[src/logic/spi_ctrl_defs.svh]
// Constants of the SPI controller: widths, sizes, resets, timing counts
//
// Overview of operation
// - Slave has no transmit-starved flag; unsent characters go unreported.
// - Mixed divider 1 and non-1, polarity 1, phase 0: one extra clock pulse.
// - Slave may raise receive ready spuriously at enable while the clock input is low.
// - Disable command in slave mode has no effect; controller keeps running.
// - Keep-select on select 0 with mode fault detect enabled blocks master transfers.
// - Disabled controller drops transmit writes; empty flag left unchanged.
// - Disabled during DMA feed: DMA keeps writing, words are lost.
`ifndef SPI_CTRL_DEFS_SVH
`define SPI_CTRL_DEFS_SVH
`define SPI_WORD_BITS    8
`define SPI_NUM_CS       4
`define SPI_DIV_BITS     8
`define SPI_FIFO_DEPTH   4
`define SPI_DIV_ONE      8'h01
`define SPI_DATA_RESET   8'h00
`define SPI_BIT_LAST     3'h7
`endif

[src/logic/spi_ctrl_pkg.sv]
// Types shared by the SPI controller files
`include "spi_ctrl_defs.svh"
package spi_ctrl_pkg;
    typedef struct packed {
        logic [`SPI_DIV_BITS-1:0] serialClockDivider;
        logic                     clockPolarity;
        logic                     invertedClockPhase;
        logic                     keepSelectAfterTransfer;
    } cs_cfg_s;
    typedef struct packed {
        logic                      receiveReadyFlag;
        logic                      transmitEmptyFlag;
        logic                      enabled;
        logic                      busy;
        logic [`SPI_WORD_BITS-1:0] receiveHolding;
    } spi_status_s;
    typedef enum logic [1:0] {ST_IDLE, ST_LEAD, ST_TRAIL} xfer_state_e;
endpackage

[src/logic/spi_ctrl.sv]
// SPI controller with transmit FIFO, master and slave shifting
`timescale 1ns/100ps
`include "spi_ctrl_defs.svh"

module spi_fifo #(
    parameter int WIDTH = 8,
    parameter int DEPTH = 4
) (
    // Clock and reset
    input  wire logic             clk,
    input  wire logic             srst,
    input  wire logic             flush,
    // Fill side
    input  wire logic             inValid,
    output logic                  inReady,
    input  wire logic [WIDTH-1:0] inData,
    // Drain side
    output logic                  outValid,
    input  wire logic             outReady,
    output logic      [WIDTH-1:0] outData
);
    localparam int AW = $clog2(DEPTH);
    logic [WIDTH-1:0] mem_q [DEPTH];
    logic [AW-1:0]    wrPtr_q;
    logic [AW-1:0]    rdPtr_q;
    logic [AW:0]      count_q;
    wire              doWr = inValid && inReady;
    wire              doRd = outValid && outReady;

    assign inReady  = count_q != (AW+1)'(DEPTH);
    assign outValid = count_q != '0;
    assign outData  = mem_q[rdPtr_q];

    always_ff @(posedge clk) begin
        if (doWr) begin
            mem_q[wrPtr_q] <= inData;
        end
    end

    always_ff @(posedge clk) begin
        if (srst || flush) begin
            wrPtr_q <= '0;
            rdPtr_q <= '0;
            count_q <= '0;
        end else begin
            if (doWr) begin
                wrPtr_q <= wrPtr_q + 1'b1;
            end
            if (doRd) begin
                rdPtr_q <= rdPtr_q + 1'b1;
            end
            count_q <= count_q + {{AW{1'b0}}, doWr} - {{AW{1'b0}}, doRd};
        end
    end
endmodule

module spi_ctrl
    import spi_ctrl_pkg::*;
(
    // Clock and reset
    input  wire logic                           clk,
    input  wire logic                           srst,
    // Control commands, one-cycle pulses
    input  wire logic                           enableCmd,
    input  wire logic                           disableCmd,
    input  wire logic                           softResetBit,
    // Mode configuration
    input  wire logic                           masterMode,
    input  wire logic                           modeFaultDetectDisable,
    input  wire logic [1:0]                     chipSelectIndex,
    input  wire spi_ctrl_pkg::cs_cfg_s          csConfig [`SPI_NUM_CS],
    // Transmit data register, DMA or software
    input  wire logic                           txWrite,
    input  wire logic [`SPI_WORD_BITS-1:0]      txData,
    output logic                                txReady,
    // Receive holding register read strobe
    input  wire logic                           rxRead,
    // Status
    output spi_ctrl_pkg::spi_status_s           status,
    output logic                                modeFault,
    // Serial pins
    output logic                                sckOut,
    output logic                                sckOe,
    input  wire logic                           sckIn,
    output logic                                mosiOut,
    output logic                                mosiOe,
    input  wire logic                           mosiIn,
    output logic                                misoOut,
    output logic                                misoOe,
    input  wire logic                           misoIn,
    output logic [`SPI_NUM_CS-1:0]              csOut_n,
    input  wire logic                           ssIn_n
);
    import spi_ctrl_pkg::*;

    logic                      enabled_q;
    logic                      txEmpty_q;
    logic                      receive_ready_flag_q;
    logic [`SPI_WORD_BITS-1:0] rxHold_q;
    logic [`SPI_WORD_BITS-1:0] shift_q;
    logic [2:0]                bitCnt_q;
    logic [`SPI_DIV_BITS-1:0]  divCnt_q;
    logic [`SPI_DIV_BITS-1:0]  prevDiv_q;
    logic                      extraPulse_q;
    logic                      sck_q;
    logic                      sckIn_q;
    logic                      ssIn_q;
    logic                      modeFault_q;
    logic                      csHeld_q;
    logic                      capBit_q;
    logic                      frameTail_q;
    xfer_state_e               state_q;
    logic                      fifoValid;
    logic [`SPI_WORD_BITS-1:0] fifoData;
    logic                      fifoInReady;

    cs_cfg_s cfg;
    assign cfg = csConfig[chipSelectIndex];

    // Soft reset stops the block; disable only acts in master mode
    wire doSoft   = softResetBit;
    wire doDis    = disableCmd && masterMode;
    // Disabled writes are filtered and lost, DMA or not
    wire acceptWr = txWrite && enabled_q;
    wire fifoPop;

    // Mode fault check stalls master start when select 0 is kept
    wire faultBlock = !modeFaultDetectDisable
                      && csConfig[0].keepSelectAfterTransfer;
    wire startMst = masterMode && enabled_q && fifoValid
                    && state_q == ST_IDLE && !faultBlock;
    wire divHit   = divCnt_q >= cfg.serialClockDivider - 1'b1
                    || cfg.serialClockDivider == '0;

    // Slave edges from the external clock
    wire slvSel   = !masterMode && enabled_q && !ssIn_q;
    wire sRise    = sckIn && !sckIn_q;
    wire sFall    = !sckIn && sckIn_q;
    wire sLead    = cfg.clockPolarity ? sFall : sRise;
    wire sTrail   = cfg.clockPolarity ? sRise : sFall;
    wire sampleOn = cfg.invertedClockPhase ? sLead : sTrail;
    wire mstSample;
    wire slvSample = slvSel && sampleOn;
    wire lastBit   = bitCnt_q == `SPI_BIT_LAST;
    wire serialIn  = masterMode ? misoIn : mosiIn;

    // Master: capture on one edge, change data on the other
    wire mstLead  = state_q == ST_LEAD && divHit && !extraPulse_q;
    wire mstTrail = state_q == ST_TRAIL && divHit;
    wire mstShift = cfg.invertedClockPhase ? mstTrail
                    : (mstLead && bitCnt_q != 3'h0);
    assign mstSample = cfg.invertedClockPhase ? mstLead : mstTrail;
    assign fifoPop   = startMst || (slvSel && fifoValid && bitCnt_q == 3'h0
                       && !csHeld_q);

    // Divider mismatch with polarity 1, phase 0 glitch
    wire mismatch = cfg.clockPolarity && !cfg.invertedClockPhase
                    && (prevDiv_q == `SPI_DIV_ONE)
                       != (cfg.serialClockDivider == `SPI_DIV_ONE);

    spi_fifo #(
        .WIDTH (`SPI_WORD_BITS),
        .DEPTH (`SPI_FIFO_DEPTH)
    ) u_fifo (
        .clk      (clk),
        .srst     (srst),
        .flush    (doSoft),
        .inValid  (acceptWr),
        .inReady  (fifoInReady),
        .inData   (txData),
        .outValid (fifoValid),
        .outReady (fifoPop),
        .outData  (fifoData)
    );

    always_ff @(posedge clk) begin
        sckIn_q <= sckIn;
        ssIn_q  <= ssIn_n;
    end

    always_ff @(posedge clk) begin
        if (srst || doSoft) begin
            enabled_q <= 1'b0;
        end else if (enableCmd) begin
            enabled_q <= 1'b1;
        end else if (doDis) begin
            enabled_q <= 1'b0;
        end
    end

    // Empty flag follows accepted writes and FIFO drain, never disable
    always_ff @(posedge clk) begin
        if (srst || doSoft) begin
            txEmpty_q <= 1'b1;
        end else if (acceptWr) begin
            txEmpty_q <= 1'b0;
        end else if (!fifoValid) begin
            txEmpty_q <= 1'b1;
        end
    end

    // Receive flag: set wins over read; spurious set in slave at enable
    wire spurious = !masterMode && enableCmd && !sckIn;
    wire rxDone   = (mstSample || slvSample) && lastBit;
    always_ff @(posedge clk) begin
        if (srst || doSoft) begin
            receive_ready_flag_q <= 1'b0;
        end else if (rxDone || spurious) begin
            receive_ready_flag_q <= 1'b1;
        end else if (rxRead) begin
            receive_ready_flag_q <= 1'b0;
        end
    end

    always_ff @(posedge clk) begin
        if (srst || doSoft) begin
            rxHold_q <= `SPI_DATA_RESET;
        end else if (rxDone) begin
            rxHold_q <= {shift_q[`SPI_WORD_BITS-2:0], serialIn};
        end
    end

    // Shift engine; slave with no new data resends old, unreported
    always_ff @(posedge clk) begin
        if (srst || doSoft) begin
            state_q      <= ST_IDLE;
            shift_q      <= `SPI_DATA_RESET;
            bitCnt_q     <= 3'h0;
            divCnt_q     <= '0;
            sck_q        <= 1'b0;
            csHeld_q     <= 1'b0;
            capBit_q     <= 1'b0;
            extraPulse_q <= 1'b0;
            prevDiv_q    <= `SPI_DIV_ONE;
        end else if (!masterMode) begin
            state_q <= ST_IDLE;
            sck_q   <= cfg.clockPolarity;
            if (fifoPop) begin
                shift_q  <= fifoData;
                csHeld_q <= 1'b1;
            end else if (slvSample) begin
                shift_q  <= {shift_q[`SPI_WORD_BITS-2:0], mosiIn};
                bitCnt_q <= bitCnt_q + 3'h1;
                csHeld_q <= !lastBit;
            end else if (ssIn_q) begin
                bitCnt_q <= 3'h0;
                csHeld_q <= 1'b0;
            end
        end else begin
            divCnt_q <= divHit || state_q == ST_IDLE ? '0
                        : divCnt_q + 1'b1;
            if (mstSample) begin
                capBit_q <= misoIn;
            end
            if (mstShift) begin
                shift_q <= {shift_q[`SPI_WORD_BITS-2:0], capBit_q};
            end
            case (state_q)
                ST_IDLE: begin
                    // Extra pulse sits inside the frame, select active
                    sck_q <= cfg.clockPolarity ^ (startMst && mismatch);
                    if (startMst) begin
                        shift_q      <= fifoData;
                        bitCnt_q     <= 3'h0;
                        state_q      <= ST_LEAD;
                        prevDiv_q    <= cfg.serialClockDivider;
                        extraPulse_q <= mismatch;
                    end
                end
                ST_LEAD: if (extraPulse_q) begin
                    sck_q        <= cfg.clockPolarity;
                    extraPulse_q <= 1'b0;
                end else if (divHit) begin
                    sck_q   <= ~sck_q;
                    state_q <= ST_TRAIL;
                end
                ST_TRAIL: if (divHit) begin
                    sck_q    <= ~sck_q;
                    bitCnt_q <= bitCnt_q + 3'h1;
                    state_q  <= lastBit ? ST_IDLE : ST_LEAD;
                end
                default: state_q <= ST_IDLE;
            endcase
        end
    end

    always_ff @(posedge clk) begin
        if (srst || doSoft) begin
            modeFault_q <= 1'b0;
        end else begin
            modeFault_q <= masterMode && !modeFaultDetectDisable && !ssIn_q;
        end
    end

    // Select stays one cycle more so the last clock edge is framed
    always_ff @(posedge clk) begin
        if (srst || doSoft) begin
            frameTail_q <= 1'b0;
        end else begin
            frameTail_q <= masterMode && mstTrail && lastBit;
        end
    end

    // Registered outputs
    always_ff @(posedge clk) begin
        if (srst) begin
            sckOut  <= 1'b0;
            sckOe   <= 1'b0;
            mosiOut <= 1'b0;
            mosiOe  <= 1'b0;
            misoOut <= 1'b0;
            misoOe  <= 1'b0;
            csOut_n <= '1;
            txReady <= 1'b0;
            status  <= '0;
            modeFault <= 1'b0;
        end else begin
            sckOut  <= sck_q;
            sckOe   <= masterMode && enabled_q;
            mosiOut <= shift_q[`SPI_WORD_BITS-1];
            mosiOe  <= masterMode && enabled_q;
            misoOut <= shift_q[`SPI_WORD_BITS-1];
            misoOe  <= slvSel;
            for (int i = 0; i < `SPI_NUM_CS; i++) begin
                csOut_n[i] <= !(masterMode
                               && (state_q != ST_IDLE || frameTail_q)
                               && chipSelectIndex == 2'(i));
            end
            txReady <= fifoInReady && enabled_q;
            status  <= '{receiveReadyFlag:  receive_ready_flag_q,
                         transmitEmptyFlag: txEmpty_q,
                         enabled:           enabled_q,
                         busy:              state_q != ST_IDLE || csHeld_q,
                         receiveHolding:    rxHold_q};
            modeFault <= modeFault_q;
        end
    end
endmodule

[config.mk]
export PLATFORM = sky130hd
export DESIGN_NAME = spi_ctrl
export DESIGN_NICKNAME = d
export VERILOG_FILES = /design/src/logic/spi_ctrl_pkg.sv /design/src/logic/spi_ctrl.sv
export VERILOG_INCLUDE_DIRS = /design/src /design/src/logic
export SDC_FILE = /design/constraint.sdc
export NUM_CORES = 1
export LEC_CHECK = 0
export BUFFER_PORTS_ARGS = -buffer_cell sky130_fd_sc_hd__buf_2
export CAP_MARGIN = 20
export CORE_MARGIN = 2
export CORE_UTILIZATION = 35
export DETAILED_ROUTE_END_ITERATION = 10
export PLACE_DENSITY_LB_ADDON = 0.1
export SYNTH_ARGS = -nofsm -noshare
export SYNTH_HDL_FRONTEND = slang
export SYNTH_HIERARCHICAL = 1
export SYNTH_SLANG_ARGS = --single-unit
[constraint.sdc]
create_clock -name clk -period 3.5 [get_ports clk]
set_input_delay 0.35 -clock clk [delete_from_list [all_inputs] [get_ports clk]]
set_output_delay 0.35 -clock clk [all_outputs]
set_load 0.1 [all_outputs]
## Word level (Yosys, flattened, before mapping)

Memory sizes are Yosys's and may differ from the RTL's. A register that Yosys moved wholly into a read port is not among the register bits.
Cells that the tools add are included.

- Flip-flop bits (word level): 77
- RAM bits: 32
- Input port bits: 67
- Output and inout port bits: 24
- Logic and storage cells: 193
- Memories: 1

- Add/subtract/negate cells: 7
- Magnitude comparators: 2
- Equality and inequality tests: 20
- Mux-type cells: 48
- Bitwise logic cells: 4
- Reduce and logical (&&, ||, !) cells: 79

Memories:

| memory | words | bits a word | read ports | clocked after Yosys merged registers in | write ports | line | source |
|---|---|---|---|---|---|---|---|
| u_fifo.mem_q | 4 | 8 | 1 | 1 | 1 | spi_ctrl.sv:23 | `logic [WIDTH-1:0] mem_q [DEPTH];` |

Operator list:

| cell | number |
|---|---|
| 8-bit 2-to-1 mux | 7 |
| 1-bit logical AND | 37 |
| 11-bit binary-select mux with 2-bit select | 1 |
| 1-bit 2-to-1 mux | 22 |
| 11-bit 2-to-1 mux | 2 |
| 3-bit 2-to-1 mux | 6 |
| 8-bit by 1-bit equality test with 1-bit output, second input constant | 2 |
| 3-bit nonzero test | 5 |
| 1-bit logical NOT | 14 |
| 2-bit 2-to-1 mux | 6 |
| 2-bit inequality test, second input constant | 5 |
| 3-bit inequality test, second input constant | 3 |
| 8-bit by 1-bit adder with 8-bit output, second input constant | 1 |
| 8-bit greater-or-equal comparator | 1 |
| 8-bit logical NOT | 1 |
| 1-bit logical OR | 8 |
| 2-bit nonzero test | 4 |
| 8-bit by 1-bit subtractor with 8-bit output, second input constant | 1 |
| 2-bit equality test, second input constant | 3 |
| 2-bit one-hot mux with 3 select lines | 1 |
| 3-bit one-hot mux with 2 select lines | 1 |
| 3-bit AND reduction | 2 |
| 5-bit AND reduction | 1 |
| 2-bit by 1-bit adder with 2-bit output, second input constant | 2 |
| other kinds (20) | 24 |

## Depth between registers and ports, before layout

Gate-level depths: netlist (run 1).

- Depth after elaboration: 15
- Gate-level depth with buffers: 15
- Depth with buffers taken out: 15

## Modules after synthesis

The synthesis (run 1) kept the hierarchy.

By module, submodules not included:

| module | instances | cells an instance | area each (µm²) | seq. area each (µm²) |
|---|---|---|---|---|
| spi_ctrl | 1 | 427 | 3797.4 | 1401.3 |
| spi_fifo | 1 | 89 | 1631.6 | 1141.1 |

## Worst setup path before layout (run 1)

OpenSTA, ideal clock, no wires.

- Kind: input -> register
- Start point: input port chipSelectIndex[0]
- End point: register shift_q[6]
- Setup time: 0.058 ns
- Arrival time: 3.657 ns
- Required time: 3.442 ns
- Setup slack: -0.216 ns
- Stages on the path: 13
- Path buffers: 2
- Cells stage by stage: buf_6 > buf_6 > mux4_2 > nor4_4 > nand3b_1 > xor2_1 > ha_1 > and2_1 > a221oi_1 > o21ai_2 > o31ai_1 > o2bb2ai_1 > o221a_2

- Cells in the longest elaborated chain, start to end: 15
- Elaborated cells between the ends (all ways): 22
- Those cells by class: add/sub: 1; order compare: 1; mux: 11; bitwise: 1; reduce/logical: 8

Ends and longest elaborated chain:

| item | line | source |
|---|---|---|
| from (decl) | spi_ctrl.sv:70 | `input wire logic [1:0] chipSelectIndex,` |
| 2-bit inverter with 3-bit output (implied by the code) * | spi_ctrl.sv:118 | `assign cfg = csConfig[chipSelectIndex];` |
| 11-bit binary-select mux with 2-bit select * | spi_ctrl.sv:118 |  |
| 11-bit 2-to-1 mux (implied by the code) * (2 in a row) | spi_ctrl.sv:118 |  |
| 8-bit by 1-bit subtractor with 8-bit output | spi_ctrl.sv:132 | `wire divHit = divCnt_q >= cfg.serialClockDivider - 1'b1` |
| 8-bit greater-or-equal comparator | spi_ctrl.sv:132 |  |
| 1-bit logical OR | spi_ctrl.sv:133 | `\|\| cfg.serialClockDivider == '0;` |
| 1-bit logical AND (2 in a row) | spi_ctrl.sv:148 | `wire mstLead = state_q == ST_LEAD && divHit && !extraPulse_q;` |
| 1-bit logical AND | spi_ctrl.sv:151 | `: (mstLead && bitCnt_q != 3'h0);` |
| 1-bit 2-to-1 mux | spi_ctrl.sv:150 | `wire mstShift = cfg.invertedClockPhase ? mstTrail` |
| 8-bit 2-to-1 mux | spi_ctrl.sv:255 | `if (mstShift) begin` |
| 8-bit 2-to-1 mux | spi_ctrl.sv:262 | `if (startMst) begin` |
| 8-bit 2-to-1 mux | spi_ctrl.sv:258 | `case (state_q)` |
| 8-bit 2-to-1 mux | spi_ctrl.sv:235 | `end else if (!masterMode) begin` |
| to (signal assigned) | spi_ctrl.sv:239 | `shift_q <= fifoData;` |
| to (signal assigned) | spi_ctrl.sv:256 | `` shift_q <= {shift_q[`SPI_WORD_BITS-2:0], capBit_q}; `` |
| to (signal assigned) | spi_ctrl.sv:263 | `shift_q <= fifoData;` |
| to (decl) | spi_ctrl.sv:100 | `` logic [`SPI_WORD_BITS-1:0] shift_q; `` |

Mark *: on every way between the ends. The rest lies on a longest branch, timed or not. The select of a mux whose other input is x is not followed.
A chain may end at the register's enable or synchronous reset.

## Final worst setup path (run 1)

- Start point: input port chipSelectIndex[0]
- End point: register rxHold_q[0]

- Cells in the longest elaborated chain, start to end: 12
- Elaborated cells between the ends (all ways): 18
- Those cells by class: add/sub: 1; order compare: 1; mux: 7; bitwise: 1; reduce/logical: 8

Ends and longest elaborated chain:

| item | line | source |
|---|---|---|
| 2-bit inverter with 3-bit output (implied by the code) * | spi_ctrl.sv:118 |  |
| 11-bit binary-select mux with 2-bit select * | spi_ctrl.sv:118 |  |
| 11-bit 2-to-1 mux (implied by the code) * (2 in a row) | spi_ctrl.sv:118 |  |
| 8-bit by 1-bit subtractor with 8-bit output | spi_ctrl.sv:132 |  |
| 8-bit greater-or-equal comparator | spi_ctrl.sv:132 |  |
| 1-bit logical OR | spi_ctrl.sv:133 |  |
| 1-bit logical AND (2 in a row) | spi_ctrl.sv:148 |  |
| 1-bit 2-to-1 mux | spi_ctrl.sv:152 | `assign mstSample = cfg.invertedClockPhase ? mstLead : mstTrail;` |
| 1-bit logical OR * | spi_ctrl.sv:204 | `wire rxDone = (mstSample \|\| slvSample) && lastBit;` |
| 1-bit logical AND * | spi_ctrl.sv:204 |  |
| to (signal assigned) | spi_ctrl.sv:217 | `` rxHold_q <= `SPI_DATA_RESET; `` |
| to (signal assigned) | spi_ctrl.sv:219 | `` rxHold_q <= {shift_q[`SPI_WORD_BITS-2:0], serialIn}; `` |
| to (decl) | spi_ctrl.sv:99 | `` logic [`SPI_WORD_BITS-1:0] rxHold_q; `` |

Marked as above.

==> run summary, run 1 <==
Leading area contributor after synthesis - dfxtp_1
Footprint of the multi-input gates - 2740 sq um
Rows - 45
Post-synth EDFFs - 32
CTS H-tree lvls - 3
First-pass GRT wire length - 21900 um
Post-synthesis sequential area ratio - 46.8%
I/O pin total - 91
Reg area - 2540 sq um
Power Density - 403 nW/um^2
Worst-path clk slew - 0.07 ns
Vias/cell - 5.21
Vias in the first global route - 4217
Fin Setup TNS - 0 ns
Ys async rst share - 0%
Pre-CTS WS - -0.301 ns
CP Capture Point - rxHold_q[0]
Cell Area, Placed - 6260 sq um
Critical Path Fanout Max - 10
Post-synth top flop - dfxtp_1
Mapped Cells - 516
Skew final - 0.0101 ns
Final core utilization - 43.5%
TritonRoute pass-1 iters - 6
DR WL/cell - 16.5 um
Worst EP required - 3.78 ns
Clk_lat worst skew - 0.36 ns
Fmax - 0.303 GHz
#FFs+latches synth - 111
Reg2Reg Setup Slack - 0.29 ns
Clock sink count - 111
Final instance area - 6620 sq um
RR Startpoint - u_fifo/count_q[0]
Synth area leaders - dfxtp_1 29%, edfxtp_1 18%, mux4_2 7.5%, ha_1 6.0%, nand2_1 3.5%
Outcome - finished, final reports clean
Relative slew slack - 62.0%
Worst setup margin - 0.201 ns
Worst-margin pin slew - 0.563 ns
VDD IR max - 0.299 mV
Number of distinct library cells after synthesis - 65
Die area - 16500 sq um
Fraction of layout cells with a size suffix above 1 - 29.2%
Worst Setup SP - chipSelectIndex[0]
Max-slew violation count - 0
Total GRT Usage - 17.0%
Fin crit period - 3.30 ns
Syn Nets - 610
Synth-to-Final Area Change - 21.9%
WP data arrival - 3.58 ns
DRC - 0
Synth top area share - 29.1%
Starting Density - 35.7%
1st-iter DRT viols - 323
Mapped Area - 5430 sq um
Num CTS Buffers - 9
Clock tree buffer depth - 2
CP Capture Type - flip-flop
TritonCTS clock tree - yes
GP Congestion - 0.822
R2R Path End - u_fifo/count_q[2]
Setup CP Type - input port to flip-flop
Final nets - 720
Max cap viols - 0
Yosys warnings - 6
Hold Path Class - input port to flip-flop
CP Launch Type - input port
Total Power - 2670 uW
Root Buffer - clkbuf_16
Final hold violations - 0
DP HPWL - 10100 um
Final Setup Violations - 0
Final period utilization - 94.2%
Total core area - 15200 sq um
Buffers on Ports - 87
Largest net degree at the start of global routing - 26
Initial antenna violation count - 0
Die X - 129 um
Via count - 4268
Reg2Reg Depth - 14
Die height - 129 um
Post-synthesis average cell area - 10.5 sq um
Leak - 0.00258 uW
Grt ovf - 0
FILL cells - 1471
Drt total wl - 13500 um
# diodes - 0
Antenna viol nets, final - 0
Post-CTS setup buffer count - 0
-- critical path: stages --
cell and delay, ns:
buf_2 0.18, mux4_2 0.58, nor4_4 0.35, nand3b_1 0.13
xor2_1 0.15, ha_1 0.34, and2_1 0.22, o2111ai_1 0.21
o21ai_4 0.36, buf_4 0.19, o21ai_2 0.06, buf_4 0.19
a21o_1 0.16, a21oi_1 0.12
-- layout make-up --
type                            instances  area share (%)
Multi-Input combinational cell        359            41.3
Sequential cell                       111            38.4
Timing Repair Buffer                  125            10.9
Tap cell                              188            3.55
Clock buffer                            9            3.40
Clock inverter                          7            1.27
Inverter                               20            1.13
-- worst min path at each step --
stage / startpoint / end / cells past startpoint
6_report: ssIn_n / ssIn_q / 1
5_1_grt: ssIn_n / ssIn_q / 1
4_1_cts: ssIn_n / ssIn_q / 1
3_5_place_dp: modeFault_q / modeFault / 1
3_3_place_gp: modeFault_q / modeFault / 1
2_1_floorplan: sckIn / sckIn_q / 0
-- sequential cells by signal (all words and copies together), names as in the netlist, 2 cells and up, named ones only --
| signal | count |
|---|---|
| u_fifo/mem_q | 32 |
| status | 12 |
| divCnt_q | 8 |
| prevDiv_q | 8 |
| rxHold_q | 8 |
| shift_q | 8 |
| csOut_n | 4 |
| bitCnt_q | 3 |
| u_fifo/count_q | 3 |
| state_q | 2 |
| u_fifo/rdPtr_q | 2 |
| u_fifo/wrPtr_q | 2 |
-- Yosys cell counts, types with 3 or more instances --
master     number
nand2_1        51
nand4_1         4
o211ai_1       13
o2bb2ai_1       7
xor2_1          9
mux4_2         18
nor3b_1         3
a21oi_1        38
and2_1          8
inv_1          20
a31oi_1         4
clkbuf_1       17
buf_4           3
o21ai_0        22
nor2b_1        20
and3_1          3
ha_1           26
xnor2_1        10
o31ai_1         3
nor2_1         29
o221a_2         7
edfxtp_1       32
or3_1           3
buf_6           3
mux2i_1        10
nor3_1         12
dfxtp_1        79
nand3_1        14
nand2b_1        3
-- timing repair --
item,CTS,global route
setup endpoints to repair,0,22
hold buffers,0,0
resized for setup,0,7
-- layout by cell type (no fill, tap or decap), drive strengths merged, types with 18 or more instances in the layout --
master    n
a21oi    39
buf     125
dfxtp    79
edfxtp   32
ha       26
inv      24
mux4     18
nand2    52
nor2     29
nor2b    20
o21ai    25
-- layer usage --
| metal | track usage (%) | wire length [um] | part of all wire, % | vias to the layer above |
|---|---|---|---|---|
| li1 | - | - | - | 2104 |
| met1 | 22.0 | 6210 | 46 | 2067 |
| met2 | 28.0 | 6590 | 49 | 81 |
| met3 | 4.03 | 520 | 3.9 | 16 |
| met4 | 5.75 | 178 | 1.3 | 0 |
| met5 | 0 | 0 | 0 | - |
-- power by group --
group          switching [uW]  leakage [uW]  internal, uW  total (uW)
logic                     153       0.00150           119         271
registers                10.3      0.000928          1330        1340
clock network             484      0.000149           569        1050
total                     647       0.00258          2020        2670
-- cells by family (layout without fill, tap and decap cells) --
logic type,count (synthesis),count (layout),share of synthesized area (%)
compound gates,117,117,14.4
xor+xnor,19,19,3.07
fa+ha+maj,27,27,6.36
buf+inv,46,161,3.85
flops,111,111,46.8
mux,29,29,9.52
simple gates,167,167,16.0
-- per-stage QoR --
step / hold slack [ns] / instances
final: 0.0950 / 819
after global placement: 0.433 / 803
after detailed placement: 0.434 / 803
after CTS: 0.0814 / 819
after floorplan: 0.378 / 516
after global routing: 0.0885 / 819
No activity file was read; power rests on OpenSTA's default activity.
==> run 2, diff against run 1 <==
==> constraint.sdc (replaced) <==
create_clock -name clk -period 3.78 [get_ports clk]
set_input_delay 0.378 -clock clk [delete_from_list [all_inputs] [get_ports clk]]
set_output_delay 0.378 -clock clk [all_outputs]
set_load 0.1 [all_outputs]
==> run 2 against run 1 <==
Sequential share of layout area up 0.47 points. Register-to-register slack better by 0.23 ns. Clock skew down 0.0020 ns. Highest routed layer unchanged. Design area down 1.2%. Die area unchanged. Global-route usage down 0.17 points. First-iteration DRC count down 46%. Largest cell class unchanged. Sequential power down 7%.
==> run summary, run 2 (synthesis results as in run 1) <==
RR Startpoint - u_fifo/count_q[1]
Via count - 4216 (-1.2%)
Max reg flops - 32 (unchanged)
Final period utilization - 90.4%
Outcome - finished, final reports clean
Worst EP required - 4.06 ns (+0.28 ns)
Clock tree buffer depth - 2 (unchanged)
Leak - 0.00256 uW (-0.93%)
Met2 GRT Util - 26.4% (-1.6 points)
Skew final - 0.00805 ns (-0.00202 ns)
# diodes - 0 (unchanged)
Initial antenna violation count - 0 (unchanged)
Starting Density - 35.7% (unchanged)
Total core area - 15200 sq um (unchanged)
Relative slew slack - 58.9% (-3.1 points)
Clock sink count - 111 (unchanged)
GRT Max-Usage Layer - met2
Die X - 129 um (unchanged)
Power Density - 379 nW/um^2 (-5.9%)
Rows - 45 (unchanged)
TritonCTS clock tree - yes
Resized Gates After CTS - 0 (unchanged)
DP HPWL - 9810 um (-2.5%)
WP data arrival - 3.70 ns (+0.12 ns)
Vias in the first global route - 4208 (-0.21%)
Worst Setup SP - chipSelectIndex[0]
Sequential share of power - 50.1% (-0.2 points)
Synth-to-Final Area Change - 20.4%
VDD IR max - 0.257 mV (-14%)
Most common cell after layout, fill and taps aside - buf_2
Largest reg by FF count - u_fifo/mem_q
Fmax - 0.293 GHz
First-pass GRT wire length - 21500 um (-1.7%)
Met1 Track Usage GR - 22.5% (+0.47 points)
CP Launch Type - input port
Drt total wl - 13200 um (-2.4%)
Hold_sp - ssIn_n
Hold_buf cts - 0 (unchanged)
Vias/cell - 5.19 (-0.49%)
CTS H-tree lvls - 3 (unchanged)
Internal Power - 1870 uW (-7.2%)
Hold path depth - 1 (unchanged)
Post-CTS setup buffer count - 0 (unchanged)
Logic pwr share - 9.8% (-0.4 points)
Fraction of layout cells with a size suffix above 1 - 27.8% (-1.3 points)
Antenna viol nets, final - 0 (unchanged)
Num CTS Buffers - 9 (unchanged)
Die area - 16500 sq um (unchanged)
Hold WS - 0.125 ns (+0.0301 ns)
TritonRoute pass-1 iters - 4 (-2)
Die height - 129 um (unchanged)
Max-slew violation count - 0 (unchanged)
Worst-path clk slew - 0.07 ns (about the same)
Worst-margin pin slew - 0.617 ns (+0.0540 ns)
Sw frac - 24.4% (+0.11 points)
FILL cells - 1466 (-0.34%)
Final nets - 714 (-0.83%)
Final hold violations - 0 (unchanged)
Max cap viols - 0 (unchanged)
Critical Path Fanout Max - 8 (-2)
Clk_lat worst skew - 0.36 ns (about the same)
Reg2Reg Depth - 14 (unchanged)
Final Setup Violations - 0 (unchanged)
GR Util met3 - 3.95% (-0.083 points)
DR WL/cell - 16.2 um (-1.7%)
Switching Power - 605 uW (-6.6%)
CP Capture Type - flip-flop
Buffers on Ports - 87 (unchanged)
Most frequent cells in the layout - 87 x buf_2, 79 x dfxtp_1, 51 x nand2_1, 38 x a21oi_1, 32 x edfxtp_1
I/O pin total - 91 (unchanged)
1st-iter DRT viols - 175 (-46%)
Fin crit period - 3.42 ns
Fin Setup TNS - 0 ns (unchanged)
Worst hold endpoint - ssIn_q
Total GRT Usage - 16.8% (-0.17 points)
GP Congestion - 0.847 (+3.0%)
R2R Path End - u_fifo/count_q[2]
Largest net degree at the start of global routing - 26 (unchanged)
Clk pwr share - 40.2% (+0.7 points)
Top Registers - u_fifo/mem_q x32, status x12
Root Buffer - clkbuf_16
Setup CP Type - input port to flip-flop
DRC - 0 (unchanged)
Reg2Reg Setup Slack - 0.52 ns (+0.23 ns)
Hold Path Class - input port to flip-flop
Grt ovf - 0 (unchanged)
RSZ-0062 raised after global routing - no
-- run 2: changes by cell type in the layout (fill, tap and decap cells not counted), sizes merged --
| cell | previous run | this run |
|---|---|---|
| buf | 125 | 119 |
| bufinv | 1 | 0 |
| clkbuf | 9 | 11 |
| clkinv | 1 | 2 |
| inv | 24 | 22 |
-- run 2: metrics by stage --
stage / power (uW) / std cells / worst slack, ns / utilization, % / instance area [sq um]
finish: 2480 / 813 / 0.364 / 43.0 / 6540
detailed placement: 1510 / 797 / -0.0304 / 40.9 / 6220
global placement: 1510 / 797 / 0.00739 / 40.9 / 6220
global route: 2580 / 813 / 0.0797 / 43.0 / 6540
CTS: 2520 / 813 / 0.340 / 43.0 / 6540
floorplan: 1410 / 516 / 0.0363 / - / 5430
-- run 2: layout make-up --
| cell class | count | area [sq um] | area share, % |
|---|---|---|---|
| flip-flops and latches | 111 | 2540 | 38.9 |
| clock inverters | 5 | 43.8 | 0.670 |
| inverters | 20 | 75.1 | 1.15 |
| repair buffers | 119 | 688 | 10.5 |
| clock buffers | 11 | 275 | 4.21 |
| well taps | 188 | 235 | 3.60 |
| multi-input cells | 359 | 2680 | 41.0 |
-- run 2: routing by layer --
| layer | vias to the layer above | share of wire (%) |
|---|---|---|
| li1 | 2096 | - |
| met1 | 2015 | 48 |
| met2 | 81 | 46 |
| met3 | 24 | 3.8 |
| met4 | 0 | 2.2 |
| met5 | - | 0 |
-- run 2: power groups by stage --
stage / sequential [uW] / combinational, uW / clock (uW)
floorplan: 1280 / 127 / 0
global placement: 1270 / 239 / 0
detailed placement: 1270 / 243 / 0
CTS: 1240 / 244 / 1030
global route: 1240 / 265 / 1070
finish: 1240 / 242 / 996
-- run 2: worst max path at each step --
stage	to	cells after the start
floorplan	shift_q[6]	13
global placement	sck_q	16
detailed placement	sck_q	16
CTS	rxHold_q[0]	15
global route	divCnt_q[3]	13
finish	sck_q	16
-- run 2: critical path, cell delays in order --
cell	delay, ns
buf_2	0.23
buf_4	0.19
mux4_2	0.54
inv_1	0.10
ha_1	0.21
nand2_1	0.08
xor2_1	0.16
ha_1	0.27
and2_1	0.13
buf_4	0.10
o2111ai_1	0.16
o21ai_2	0.38
buf_4	0.20
nor3_1	0.05
or3b_1	0.35
a31oi_1	0.16
==> run 3, diff against run 2 <==
--- a/config.mk
+++ b/config.mk
@@ -7,7 +7,8 @@
 export NUM_CORES = 1
 export LEC_CHECK = 0
 export BUFFER_PORTS_ARGS = -buffer_cell sky130_fd_sc_hd__buf_2
-export CAP_MARGIN = 20
+export CELL_PAD_IN_SITES_DETAIL_PLACEMENT = 0
+export CELL_PAD_IN_SITES_GLOBAL_PLACEMENT = 1
 export CORE_MARGIN = 2
 export CORE_UTILIZATION = 35
 export DETAILED_ROUTE_END_ITERATION = 10
==> run 3 against run 2 <==
Flip-flop and latch count did not move. Via count fell by 0.17%. Routed wire length rose by 2.2%. Setup slack got worse by 0.028 ns. Largest power group unchanged. Critical path depth fell by 2. Clock power fell by 2%. Cell count did not move. Sequential power barely moved. Critical endpoint unchanged. Clock skew rose by 0.00086 ns. First-iteration DRC count rose by 60%.
==> run summary, run 3 (synthesis results as in run 1) <==
Grt ovf - 0 (unchanged)
Largest reg by FF count - u_fifo/mem_q
Resized Gates After CTS - 0 (unchanged)
Synth-to-Final Area Change - 20.2%
Final core utilization - 42.9% (-0.090 points)
Leak - 0.00254 uW (-0.48%)
WP data arrival - 3.73 ns (+0.03 ns)
I/O pin total - 91 (unchanged)
Total Power - 2460 uW (-0.77%)
Clock tree buffer depth - 2 (unchanged)
Worst EP required - 4.06 ns (about the same)
Num CTS Buffers - 9 (unchanged)
VDD IR max - 0.266 mV (+3.7%)
Buffers on Ports - 87 (unchanged)
CP Launch Type - input port
Hold Path Class - input port to flip-flop
RR Startpoint - u_fifo/count_q[1]
TritonRoute pass-1 iters - 5 (+1)
1st-iter DRT viols - 280 (+60%)
Clock sink count - 111 (unchanged)
Root Buffer - clkbuf_16
Antenna viol nets, final - 0 (unchanged)
Post-CTS setup buffer count - 0 (unchanged)
CP Capture Type - flip-flop
Clk_lat worst skew - 0.36 ns (about the same)
Skew final - 0.00891 ns (+0.000856 ns)
Vias in the first global route - 4097 (-2.6%)
Largest net degree at the start of global routing - 25 (-3.8%)
DP HPWL - 9890 um (+0.87%)
CTS H-tree lvls - 3 (unchanged)
Hold_sp - ssIn_n
Fraction of layout cells with a size suffix above 1 - 27.8% (unchanged)
Relative slew slack - 59.6% (+0.78 points)
DR WL/cell - 16.6 um (+2.2%)
Top Registers - u_fifo/mem_q x32, status x12
Starting Density - 35.7% (unchanged)
Max reg flops - 32 (unchanged)
Via count - 4209 (-0.17%)
Initial antenna violation count - 0 (unchanged)
Final hold violations - 0 (unchanged)
Most common cell after layout, fill and taps aside - buf_2
Total GRT Usage - 17.0% (+0.18 points)
Most frequent cells in the layout - 87 x buf_2, 79 x dfxtp_1, 51 x nand2_1, 38 x a21oi_1, 32 x edfxtp_1
Worst-path clk slew - 0.07 ns (about the same)
Final instance area - 6520 sq um (-0.21%)
TritonCTS clock tree - yes
GP Congestion - 0.785 (-7.2%)
# diodes - 0 (unchanged)
Worst-margin pin slew - 0.605 ns (-0.0118 ns)
First-pass GRT wire length - 21600 um (+0.32%)
FILL cells - 1484 (+1.2%)
Die X - 129 um (unchanged)
Final nets - 714 (unchanged)
Die height - 129 um (unchanged)
DRC - 0 (unchanged)
Final Setup Violations - 0 (unchanged)
Critical Path Fanout Max - 9 (+1)
Worst Setup SP - chipSelectIndex[0]
Vias/cell - 5.18 (-0.17%)
Fin crit period - 3.44 ns (+0.0284 ns)
RSZ-0062 raised after global routing - no
Max cap viols - 0 (unchanged)
Die area - 16500 sq um (unchanged)
Final period utilization - 91.1% (+0.75 points)
Max-slew violation count - 0 (unchanged)
Outcome - finished, final reports clean
Cell Area, Placed - 6220 sq um (unchanged)
Fmax - 0.290 GHz (-0.82%)
Drt total wl - 13500 um (+2.2%)
Hold_buf cts - 0 (unchanged)
Total core area - 15200 sq um (unchanged)
Rows - 45 (unchanged)
Setup CP Type - input port to flip-flop
Fin Setup TNS - 0 ns (unchanged)
Power Density - 377 nW/um^2 (-0.56%)
run 3: changes by cell type in the layout (fill, tap and decap cells not counted), sizes merged:
cell and change:
clkinvlp +1, bufinv +1, clkbuf -2
run 3: cell type report:
type | count | area, sq um | area share (%)
Clock buffer | 9 | 225 | 3.45
Multi-Input combinational cell | 359 | 2680 | 41.0
Inverter | 20 | 75.1 | 1.15
Timing Repair Buffer | 119 | 688 | 10.5
Sequential cell | 111 | 2540 | 39.0
Clock inverter | 7 | 80.1 | 1.23
Tap cell | 188 | 235 | 3.61
run 3: report_power, final:
part	internal, uW	switching (uW)	leakage [uW]	total (uW)
Combinational	104	137	0.00147	241
Clock	522	455	0.000144	977
Sequential	1230	9.50	0.000928	1240
run 3: stage by stage:
stage / setup WS (ns) / cells / hold WS, ns
finish: 0.335 / 813 / 0.125
floorplan: 0.0363 / 516 / 0.406
global route: 0.0660 / 813 / 0.106
global placement: -0.0238 / 797 / 0.432
detailed placement: -0.0753 / 797 / 0.441
CTS: 0.307 / 813 / 0.110
run 3: final timing paths:
check                       to  slack [ns]  cells after the start
max                      sck_q        0.34                     14
min                     ssIn_q        0.13                      1
max reg2reg  u_fifo/count_q[2]        0.49                     14
min reg2reg          modeFault        0.45                      1
run 3: worst max-delay path: stages:
cell and delay, ns:
buf_2 0.23, mux4_2 0.59, nor4_4 0.35, nand3b_1 0.13, xor2_1 0.17, ha_1 0.29
and2_1 0.15, buf_4 0.11, o2111ai_1 0.16, o21ai_2 0.42, buf_4 0.20, nor3_1 0.04
or3b_1 0.36, a31oi_1 0.16
run 3: metal layers:
layer | GRT usage [%] | part of all wire [%]
met4 | 4.48 | 0.73
met1 | 23.3 | 49
met5 | 0 | 0
met3 | 4.53 | 4.2
met2 | 26.7 | 47
